## src/pkg/pmm_pkg.sv

```systemverilog
/*
 package for the program memory map and identity block.
 assumes a 14-bit word program memory behind a 15-bit counter and an APB register port.
*/
package pmm_pkg;
    localparam int          PC_W           = 15;
    localparam int          MEM_AW         = 14;
    localparam int          WORD_W         = 14;
    localparam int          APB_AW         = 18;
    // register indices; byte address is four times the index
    localparam logic [15:0] IDX_REVISION   = 16'h8005;
    localparam logic [15:0] IDX_IDENTITY   = 16'h8006;
    localparam logic [15:0] IDX_PARTITION  = 16'h800A;
    localparam logic [15:0] IDX_STATUS     = 16'h8010;
    // identity word layout
    localparam logic [1:0]  IDENT_TOP_BITS = 2'b11;
    localparam logic [1:0]  REV_TOP_BITS   = 2'b10;
    // partition register: bit 4 storage enable_n, bit 3 boot enable_n, bits 2:0 size
    localparam int          PART_W         = 5;
    localparam int          PART_STOR_BIT  = 4;
    localparam int          PART_BOOT_BIT  = 3;
    localparam logic [4:0]  PART_RESET     = 5'h1F;
    // vectors and map limits
    localparam logic [14:0] RESET_VECTOR   = 15'h0000;
    localparam logic [14:0] IRQ_VECTOR     = 15'h0004;
    localparam logic [13:0] LAST_ADDR      = 14'h3FFF;
    localparam logic [13:0] HALF_END       = 14'h1FFF;
    localparam logic [13:0] STORAGE_WORDS  = 14'h0080;
    localparam logic [13:0] BOOT_END_111   = 14'h01FF;
    localparam logic [13:0] BOOT_END_110   = 14'h03FF;
    localparam logic [13:0] BOOT_END_101   = 14'h07FF;
    localparam logic [13:0] BOOT_END_100   = 14'h0FFF;
    localparam logic [13:0] BOOT_END_011   = 14'h1FFF;
    localparam int          PTR_PROG_BIT   = 7;
    typedef enum logic [1:0] {
        PMM_REG_APP,
        PMM_REG_BOOT,
        PMM_REG_STORE
    } pmm_region_type;
endpackage

```

## src/hw/pmm_map_top.sv

```systemverilog
/*
 program memory map: counter and vectors, fetch address wrap, region tags,
 indirect reads of program memory, identity words and partition setting over APB.
 assumes a core on clk_sys that drives advance/load/interrupt pulses and honours dataStall,
 and a two-port program memory (fetch port and data port) outside this block.
*/
// Notes on behaviour
// - identity word: part code, bits 13:12 ones
// - revision word read-only, bits 13:12 are 10
// - revision bits 11:6 major stepping
// - revision bits 5:0 minor stepping
// - fifteen-bit counter over 32K word space
// - addresses above 3FFFh wrap into flash
// - reset starts at 0000h, interrupt at 0004h
// - pointer bit 7 reads low program byte
// - indirect writes never change program memory
// - indirect program read adds two stall cycles
// - fetch and data ports are separate buses
// - EEPROM not mapped into data space
// - flash split into application, boot, storage
// - erased defaults give all application
// - boot region starts at zero when enabled
// - size codes 111/110/101 end 01FF/03FF/07FF
// - boot region clamped to half flash
// - storage last 128 words, not executable
`timescale 1ns/100ps
module pmm_map_top
    import pmm_pkg::*;
#(
    parameter logic [11:0] PART_CODE  = 12'h0A5,  // arbitrary value
    parameter logic [5:0]  MAJOR_STEP = 6'h01,    // arbitrary value
    parameter logic [5:0]  MINOR_STEP = 6'h00     // arbitrary value
)
(
    input  wire logic              clk_sys,
    input  wire logic              srst,
    input  wire logic              psel,
    input  wire logic              penable,
    input  wire logic              pwrite,
    input  wire logic [APB_AW-1:0] paddr,
    input  wire logic [31:0]       pwdata,
    output logic [31:0]            prdata,
    output logic                   pready,
    output logic                   pslverr,
    input  wire logic              coreAdvance,
    input  wire logic              coreLoad,
    input  wire logic [PC_W-1:0]   coreLoadAddr,
    input  wire logic              irqTake,
    output logic [PC_W-1:0]        pcValue,
    output logic [MEM_AW-1:0]      fetchAddr,
    output logic [1:0]             fetchRegion,
    output logic                   execViolation,
    input  wire logic              dataReq,
    input  wire logic              dataWrite,
    input  wire logic [7:0]        indirectPointerHigh,
    input  wire logic [7:0]        indirectPointerLow,
    output logic [MEM_AW-1:0]      dataMemAddr,
    input  wire logic [WORD_W-1:0] dataMemRdata,
    output logic [7:0]             indirectDataPort,
    output logic                   dataDone,
    output logic                   dataStall,
    output logic                   writeDropped
);
    logic [PC_W-1:0]   pc_q, pc_d;
    logic [1:0]        region_q, region_d;
    logic              viol_q, viol_d;
    logic [PART_W-1:0] part_q, part_d;
    logic [31:0]       rdata_q, rdata_d;
    logic              ready_q, ready_d;
    logic              err_q, err_d;
    logic [31:0]       rdMux;
    logic              mapped;
    logic [15:0]       regIdx;
    logic              access;
    pmm_region_type    nextRegion;
    logic [MEM_AW-1:0] bootEnd;
    logic [MEM_AW-1:0] pcWrapped;
    logic [15:0]       identWord;
    logic [15:0]       revWord;

    // identity words, constant
    assign identWord = {2'b00, IDENT_TOP_BITS, PART_CODE};
    assign revWord   = {2'b00, REV_TOP_BITS, MAJOR_STEP, MINOR_STEP};

    // program counter and vectors
    always_comb begin
        pc_d = pc_q;
        if (irqTake) begin
            pc_d = IRQ_VECTOR;
        end else if (coreLoad) begin
            pc_d = coreLoadAddr;
        end else if (coreAdvance && !dataStall) begin
            pc_d = PC_W'(pc_q + 15'h0001);
        end
    end

    assign pcWrapped = pc_d[MEM_AW-1:0];

    pmm_partition u_partition (
        .partCfg (part_q),
        .addr    (pcWrapped),
        .region  (nextRegion),
        .bootEnd (bootEnd)
    );

    // fetch-side tags for the address being issued
    always_comb begin
        region_d = nextRegion;
        viol_d   = (nextRegion == PMM_REG_STORE);
    end

    always_ff @(posedge clk_sys) begin
        if (srst) begin
            pc_q     <= RESET_VECTOR;
            region_q <= 2'b00;
            viol_q   <= 1'b0;
        end else begin
            pc_q     <= pc_d;
            region_q <= region_d;
            viol_q   <= viol_d;
        end
    end

    assign pcValue       = pc_q;
    assign fetchAddr     = pc_q[MEM_AW-1:0];
    assign fetchRegion   = region_q;
    assign execViolation = viol_q;

    // data-side port, independent of fetch; eeprom is never decoded here
    pmm_indirect u_indirect (
        .clk_sys      (clk_sys),
        .srst         (srst),
        .reqValid     (dataReq),
        .reqWrite     (dataWrite),
        .ptrHigh      (indirectPointerHigh),
        .ptrLow       (indirectPointerLow),
        .memRdata     (dataMemRdata),
        .memAddr      (dataMemAddr),
        .stall        (dataStall),
        .rdata        (indirectDataPort),
        .done         (dataDone),
        .writeDropped (writeDropped)
    );

    // APB slave, one wait state
    assign regIdx = 16'(paddr[APB_AW-1:2]);
    assign access = psel && penable;

    always_comb begin
        mapped = 1'b1;
        case (regIdx)
            IDX_REVISION:  rdMux = {16'h0000, revWord};
            IDX_IDENTITY:  rdMux = {16'h0000, identWord};
            IDX_PARTITION: rdMux = {27'h0000000, part_q};
            IDX_STATUS:    rdMux = {bootEnd, region_q, viol_q, pc_q};
            default: begin
                rdMux  = 32'h00000000;
                mapped = 1'b0;
            end
        endcase
        if (paddr[1:0] != 2'b00) begin
            mapped = 1'b0;
        end
    end

    always_comb begin
        ready_d = 1'b0;
        rdata_d = rdata_q;
        err_d   = 1'b0;
        part_d  = part_q;
        if (access && !ready_q) begin
            ready_d = 1'b1;
            err_d   = !mapped;
            rdata_d = (pwrite || !mapped) ? 32'h00000000 : rdMux;
        end
        if (access && ready_q && pwrite && mapped && regIdx == IDX_PARTITION) begin
            part_d = pwdata[PART_W-1:0];
        end
        // identity and revision writes fall through unchanged
    end

    always_ff @(posedge clk_sys) begin
        if (srst) begin
            ready_q <= 1'b0;
            rdata_q <= 32'h00000000;
            err_q   <= 1'b0;
            part_q  <= PART_RESET;
        end else begin
            ready_q <= ready_d;
            rdata_q <= rdata_d;
            err_q   <= err_d;
            part_q  <= part_d;
        end
    end

    assign prdata  = rdata_q;
    assign pready  = ready_q;
    assign pslverr = err_q;
endmodule

```

## src/hw/pmm_partition.sv

```systemverilog
/*
 combinational decode of an address into application, boot or storage region.
 assumes the partition settings are steady while read.
*/
`timescale 1ns/100ps
module pmm_partition
    import pmm_pkg::*;
(
    input  wire logic [PART_W-1:0] partCfg,
    input  wire logic [MEM_AW-1:0] addr,
    output pmm_region_type         region,
    output logic [MEM_AW-1:0]      bootEnd
);
    logic [MEM_AW-1:0] storeStart;

    always_comb begin
        // size code to end address, clamped to half of flash
        case (partCfg[2:0])
            3'b111:  bootEnd = BOOT_END_111;
            3'b110:  bootEnd = BOOT_END_110;
            3'b101:  bootEnd = BOOT_END_101;
            3'b100:  bootEnd = BOOT_END_100;
            3'b011:  bootEnd = BOOT_END_011;
            default: bootEnd = HALF_END;
        endcase
        storeStart = LAST_ADDR - STORAGE_WORDS + 14'h0001;
        if (!partCfg[PART_BOOT_BIT] && addr <= bootEnd) begin
            region = PMM_REG_BOOT;
        end else if (!partCfg[PART_STOR_BIT] && addr >= storeStart) begin
            region = PMM_REG_STORE;
        end else begin
            region = PMM_REG_APP;
        end
    end
endmodule

```

## src/hw/pmm_indirect.sv

```systemverilog
/*
 indirect pointer access into program memory with two added stall cycles.
 assumes the data-side program memory port answers one cycle after its address.
*/
`timescale 1ns/100ps
module pmm_indirect
    import pmm_pkg::*;
(
    input  wire logic              clk_sys,
    input  wire logic              srst,
    input  wire logic              reqValid,
    input  wire logic              reqWrite,
    input  wire logic [7:0]        ptrHigh,
    input  wire logic [7:0]        ptrLow,
    input  wire logic [WORD_W-1:0] memRdata,
    output logic [MEM_AW-1:0]      memAddr,
    output logic                   stall,
    output logic [7:0]             rdata,
    output logic                   done,
    output logic                   writeDropped
);
    typedef enum logic [1:0] {PMM_IDLE, PMM_WAIT, PMM_TAKE} pmm_ind_type;

    pmm_ind_type       state_q, state_d;
    logic [MEM_AW-1:0] addr_q, addr_d;
    logic [7:0]        data_q, data_d;
    logic              stall_q, stall_d;
    logic              done_q, done_d;
    logic              drop_q, drop_d;
    logic              progHit;

    assign progHit = reqValid && ptrHigh[PTR_PROG_BIT];

    always_comb begin
        state_d = state_q;
        addr_d  = addr_q;
        data_d  = data_q;
        stall_d = 1'b0;
        done_d  = 1'b0;
        drop_d  = 1'b0;
        case (state_q)
            PMM_IDLE: begin
                if (progHit && reqWrite) begin
                    drop_d = 1'b1;
                end else if (progHit) begin
                    addr_d  = {ptrHigh[5:0], ptrLow};
                    stall_d = 1'b1;
                    state_d = PMM_WAIT;
                end
            end
            PMM_WAIT: begin
                stall_d = 1'b1;
                state_d = PMM_TAKE;
            end
            PMM_TAKE: begin
                data_d  = memRdata[7:0];
                done_d  = 1'b1;
                state_d = PMM_IDLE;
            end
            default: state_d = PMM_IDLE;
        endcase
    end

    always_ff @(posedge clk_sys) begin
        if (srst) begin
            state_q <= PMM_IDLE;
            addr_q  <= '0;
            data_q  <= 8'h00;
            stall_q <= 1'b0;
            done_q  <= 1'b0;
            drop_q  <= 1'b0;
        end else begin
            state_q <= state_d;
            addr_q  <= addr_d;
            data_q  <= data_d;
            stall_q <= stall_d;
            done_q  <= done_d;
            drop_q  <= drop_d;
        end
    end

    assign memAddr      = addr_q;
    assign stall        = stall_q;
    assign rdata        = data_q;
    assign done         = done_q;
    assign writeDropped = drop_q;
endmodule

```

## config.mk

```make
export PLATFORM = sky130hd
export DESIGN_NAME = pmm_map_top
export DESIGN_NICKNAME = d
export VERILOG_FILES = /design/src/pkg/pmm_pkg.sv /design/src/hw/pmm_map_top.sv /design/src/hw/pmm_partition.sv /design/src/hw/pmm_indirect.sv
export SDC_FILE = /design/constraint.sdc
export NUM_CORES = 1
export LEC_CHECK = 0
export ABC_AREA = 1
export BUFFER_PORTS_ARGS = -buffer_cell sky130_fd_sc_hd__buf_2
export CORE_MARGIN = 1.5
export CORE_UTILIZATION = 35
export CTS_CLUSTER_SIZE = 12
export DETAILED_ROUTE_END_ITERATION = 8
export HOLD_SLACK_MARGIN = 0.1
export PLACE_DENSITY = 0.74
export RECOVER_POWER = 25
export SLEW_MARGIN = 25
export SYNTH_ARGS = -nofsm -noshare
export SYNTH_HDL_FRONTEND = slang
export SYNTH_SLANG_ARGS = --single-unit
```

## constraint.sdc

```tcl
create_clock -name clk_sys -period 2.2 [get_ports clk_sys]
set_input_delay 0.11 -clock clk_sys [delete_from_list [all_inputs] [get_ports clk_sys]]
set_output_delay 0.11 -clock clk_sys [all_outputs]
set_load 0.01 [all_outputs]
```

### After elaboration in Yosys (flattened, before gate mapping)

Cells that the tools add are included.

| word-level totals | value |
|---|---|
| word-level logic and storage cells | 78 |
| output and inout bits | 91 |
| input bits | 105 |
| bits in registers | 84 |

| cells by class | value |
|---|---|
| mux-type cells | 19 |
| add/subtract/negate cells | 1 |
| eq/ne operators | 13 |
| order comparisons | 2 |
| reductions and logical operators | 26 |
| bitwise logic cells | 3 |

Operators with widths:

| operator | count |
|---|---|
| 32-bit one-hot mux with 4 select lines | 1 |
| 16-bit equality test, second input constant | 4 |
| 13-bit one-hot mux with 4 select lines | 1 |
| 32-bit 2-to-1 mux | 1 |
| 15-bit 2-to-1 mux | 2 |
| 15-bit by 1-bit adder with 15-bit output, second input constant | 1 |
| 14-bit greater-or-equal comparator, second input constant | 1 |
| 14-bit by 13-bit <= comparator with 1-bit output | 1 |
| 14-bit 2-to-1 mux | 1 |
| 3-bit equality test, second input constant | 4 |
| 1-bit logical AND | 11 |
| 2-bit 2-to-1 mux | 4 |
| 1-bit 2-to-1 mux | 7 |
| 2-bit OR reduction | 3 |
| 1-bit logical NOT | 5 |
| 2-bit equality test, second input constant | 2 |
| 2-bit one-hot mux with 2 select lines | 1 |
| 2-bit nonzero test | 2 |
| 4-bit OR reduction | 1 |
| 1-bit NOT | 3 |
| 3-bit AND reduction | 1 |
| 2-bit by 1-bit equality test with 1-bit output, second input constant | 1 |
| 2-bit logical NOT | 1 |
| 2-bit by 1-bit != test with 1-bit output, second input constant | 1 |
| other kinds (4) | 4 |

### Depth between registers and ports, before layout

| logic depth | value |
|---|---|
| depth in word-level cells | 10 |
| gate-level depth with buffers | 20 |

### By module

Synthesis repeated with hierarchy kept, for this count alone.

| second synthesis, totals | value |
|---|---|
| cell total of the unflattened synthesis | 677 |
| area total of the unflattened synthesis | 4,633.2 um^2 |

Modules (own cells, without submodules):

| module | sequential area each (um^2) | area each (um^2) | cells each | instances |
|---|---|---|---|---|
| pmm_map_top | 1,141.1 | 3,228.1 | 475 | 1 |
| pmm_indirect | 540.5 | 1,081.0 | 144 | 1 |
| pmm_partition | 0.0 | 324.1 | 58 | 1 |

### Worst setup path before layout

Ideal clock, no wire load.

| path | value |
|---|---|
| path type | register to register |
| start point | register pc_q[0], in the netlist pcValue[0] |
| end point | register region_q[0], in the netlist fetchRegion[0] |
| data arrival time | 2.253 ns |
| setup slack | -0.118 ns |
| clock period less this slack | 2.318 ns |
| library setup time | 0.065 ns |
| cell stages (with the launch flop) | 20 |
| path through | dfxtp_1 -> ha_1 -> nand2_1 -> nor2_2 -> nand4_1 -> xor2_1 -> nand2_1 -> nand3_1 -> inv_1 -> ha_1 -> nand2_1 -> inv_1 -> nand3_1 -> nor2_1 -> nand2_1 -> nor2_1 -> nand2_1 -> o21bai_1 -> nand2_1 -> nor2_1 |

| between the ends | value |
|---|---|
| longest elaborated chain between the ends | 7 |

Ends and longest elaborated chain:

| item | RTL line | RTL |
|---|---|---|
| start: declaration | pmm_map_top.sv:64 | `logic [PC_W-1:0] pc_q, pc_d;` |
| start signal: assignment | pmm_map_top.sv:118 | `pc_q <= pc_d;` |
| 15-bit by 1-bit adder with 15-bit output | pmm_map_top.sv:93 | `pc_d = PC_W'(pc_q + 15'h0001);` |
| 15-bit 2-to-1 mux | pmm_map_top.sv:92 | `end else if (coreAdvance && !dataStall) begin` |
| 15-bit 2-to-1 mux | pmm_map_top.sv:90 | `end else if (coreLoad) begin` |
| 14-bit 2-to-1 mux | pmm_map_top.sv:88 | `if (irqTake) begin` |
| via pc_d[10] | pmm_map_top.sv:64 |  |
| 14-bit by 13-bit <= comparator with 1-bit output | pmm_partition.sv:27 | `if (!partCfg[PART_BOOT_BIT] && addr <= bootEnd) begin` |
| 1-bit logical AND | pmm_partition.sv:27 |  |
| 2-bit 2-to-1 mux | pmm_partition.sv:27 |  |
| end signal: assignment | pmm_map_top.sv:119 | `region_q <= region_d;` |
| end: declaration | pmm_map_top.sv:65 | `logic [1:0] region_q, region_d;` |

The timed path passes the listed nets, and every way through them passes these cells. The select of a mux whose other input is x is not followed.
A chain may end at the register's enable or synchronous reset.

### Worst setup path in the final report

| path | value |
|---|---|
| start point | register pc_q[1], in the netlist pcValue[1] |
| end point | register region_q[0], in the netlist fetchRegion[0] |

Same word-level chain as after synthesis.

==> impl_results.md <==
* Detailed Place HPWL at 8270 um
* Fmax at 436 MHz
* Failing checks: negative setup slack
* Slew headroom at 60.1%
* Worst IR Drop VDD at 0.353 mV
* Critical Path Source Type: flop
* Cells after Synth at 563
* Total number of vias at 4283
* Net count after synthesis at 673
* Reg2reg start: pcValue[1]
* Worst Hold Class: in2reg
* Worst-path fanout max at 5
* Critical path class: reg2reg
* Post-Syn Area at 3850 sq um
* Clock skew at 14.5 ps
* Most frequent cells in the layout: buf_2 (121), nor2_1 (110), nand2_1 (94)
* Die area at 11600 sq um
* Largest net degree at the start of global routing at 31
* Most common cell after layout, fill and taps aside: buf_2
* Post-synthesis sequential area ratio at 38.0%
* Initial DRC count at 294
* Max cap viols at 0
* Worst-case clock buffer depth at 2
* IO buf count at 160
* WP data required at 2490 ps
* CTS tree: yes
* Total Routing Usage GR at 20.3%
* H-Tree Level Count at 3
* Worst EP arrival at 2580 ps
* First-pass GRT wire length at 18700 um
* Final Worst Setup Slack at -94.9 ps
* Leakage at 2.54 nW
* Tmin final at 2290 ps
* Unique masters post-synth at 31
* Initial antenna violation count at 0
* Routed vias/inst at 4.75
* Sequential cell area at 1480 sq um
* Critical path endpoint: fetchRegion[0]
* Routability cong. at 0.872
* Layout cells sized above 1 at 29.4%
* Status: finished with violations
* Timing startpoint of the critical path: pcValue[1]
* Worst-Margin Slew at 597 ps
* Ant diodes at 0
* Crit. End Element: flop
* YS warnings at 0
* Chip Width at 108 um
* Total Wirelength at 11900 um
* FF-to-FF End: fetchRegion[0]
* Initial core utilization at 35.6%
* Area of the multi-input gates at 1970 sq um
* Primary FF master, synth: dfxtp_1
* Number of enable flip-flop cells after synthesis at 0
* Slew Viols, Final at 0
* Ys async rst share at 0%
* CTS root buf: clkbuf_8
* Clock tree sinks at 73
* Final Non-Filler Cells at 901
* Die height at 108 um
* Crit share post-route at 104%
* Grt ovf at 0
* Routed length per instance at 13.2 um
* Layout Utilization at 50.0%
* Clk slew on worst S/H paths at 80 ps
* Synth Area per Inst at 6.83 sq um
* Placeable Area at 10800 sq um
* Final net count at 866
* Seq cells post-synth at 73
* Clk Latency, worst-skew pair at 350 ps
* Pwr dens at 564 nW/um^2
* Row count at 38
* Cell depth of the worst flop-to-flop path at 19
* Worst reg2reg setup slack at -90 ps
* Post-Place Cells at 845
* DRT antenna net count at 0
* Vias in the first global route at 3997
* Fillcell total at 1055
* RSZ-0062 raised after global routing: true
* Final Hold Vio Count at 0
* First-pass DRT Iterations at 5
* I/O pin count at 196
* # DRC at 0
* TritonCTS buffer count at 9
* Final number of setup-violating endpoints at 1
* Area grow syn2layout at 40.2%
==> report_power, final <==
group | leakage [nW] | total [mW] | switching, mW | internal, mW
sequential | 0.596 | 1.38 | 0.0257 | 1.35
clock | 0.106 | 1.23 | 0.582 | 0.649
combinational | 1.84 | 0.434 | 0.234 | 0.200
==> cell type report <==
class	instances	area share, %
Sequential cell	73	27.4
Clock inverter	7	1.88
Timing Repair Buffer	232	25.5
Clock buffer	9	2.30
Multi-Input combinational cell	394	36.5
Tap cell	140	3.25
Inverter	46	3.20
==> per-layer routing <==
layer,GRT usage [%],wire length (um),vias up
met1,26.3,5320,1905
met2,33.8,5490,174
met4,5.26,173,0
li1,-,-,2189
met3,4.96,906,15
met5,0,0,-
==> cell families (layout without fill, tap and decap cells) <==
kind of cell	after synthesis	count (layout)	share of synthesized area, %
AND/OR/NAND/NOR	324	324	39.0
buffers and inverters	96	294	12.6
flip-flops	73	73	38.0
AO/OA/AOI/OAI	62	62	8.23
adder cells (fa/ha/maj)	5	5	1.63
XOR/XNOR	2	2	0.455
other	1	1	0.0975
==> flip-flops by register name (all words and copies together), names as in the netlist <==
signal,flops
prdata,22
pcValue,15
u_indirect.memAddr,14
u_indirect.rdata,8
part_q,5
fetchRegion,2
u_indirect.state_q,2
pready,1
pslverr,1
u_indirect.done,1
u_indirect.stall,1
u_indirect.writeDropped,1
==> worst min path at each step <==
stage,slack (ps),start,depth (start not counted),end
floorplan,180,srst,1,pcValue[9]
global placement,310,pwdata[4],3,part_q[4]
detailed placement,320,pwdata[4],3,part_q[4]
CTS,110,coreLoadAddr[2],5,pcValue[2]
global route,150,coreLoadAddr[5],5,pcValue[5]
finish,120,coreLoadAddr[5],5,pcValue[5]
==> worst max-delay path: stages, from the launching register on <==
cell and delay [ps]:
dfxtp_4 380, ha_4 160, nand2_4 60, nor2_4 130, nand4_1 110, xor2_1 150
nand2_1 90, nand3_2 110, inv_2 50, ha_4 250, nand2_1 40, inv_1 60
nand3_1 60, nor2_1 80, nand2_1 50, nor2_1 100, nand2_1 60, o21bai_1 140
nand2_1 60, nor2_1 80
==> per-stage QoR <==
step	power, mW	instance area, sq um	hold slack, ps	setup WS, ps	TNS, ps
3_5_place_dp	1.77	4760	323	-83.4	-83.4
2_1_floorplan	1.61	3860	183	4.99	0
3_3_place_gp	1.77	4760	315	-38.1	-38.1
4_1_cts	3.04	5360	114	-80.2	-80.2
6_report	3.04	5390	124	-94.9	-94.9
5_1_grt	3.18	5390	150	-351	-351
==> cells in the mapped netlist, types with 4 or more instances <==
cell	count	area, sq um
a21oi_1	30	150
buf_2	7	35.0
buf_4	25	188
clkbuf_1	14	52.6
dfxtp_1	73	1460
ha_1	5	62.6
inv_1	42	158
nand2_1	96	360
nand2_2	6	37.5
nand3_1	49	245
nand3_2	4	40.0
nand3b_1	5	37.5
nand4_1	28	175
nor2_1	111	417
nor2_2	8	50.1
nor3_1	5	25.0
o21ai_0	28	140
or2_2	5	31.3
==> repair_timing <==
item | in CTS | in global routing
setup buffers | 3 | 4
resized for setup | 5 | 17
endpoints found under the hold margin | 30 | 0
pin swaps | 3 | 17
hold buffers | 33 | 0
setup endpoints to repair | 1 | 1
No activity file was read; power rests on OpenSTA's default activity.
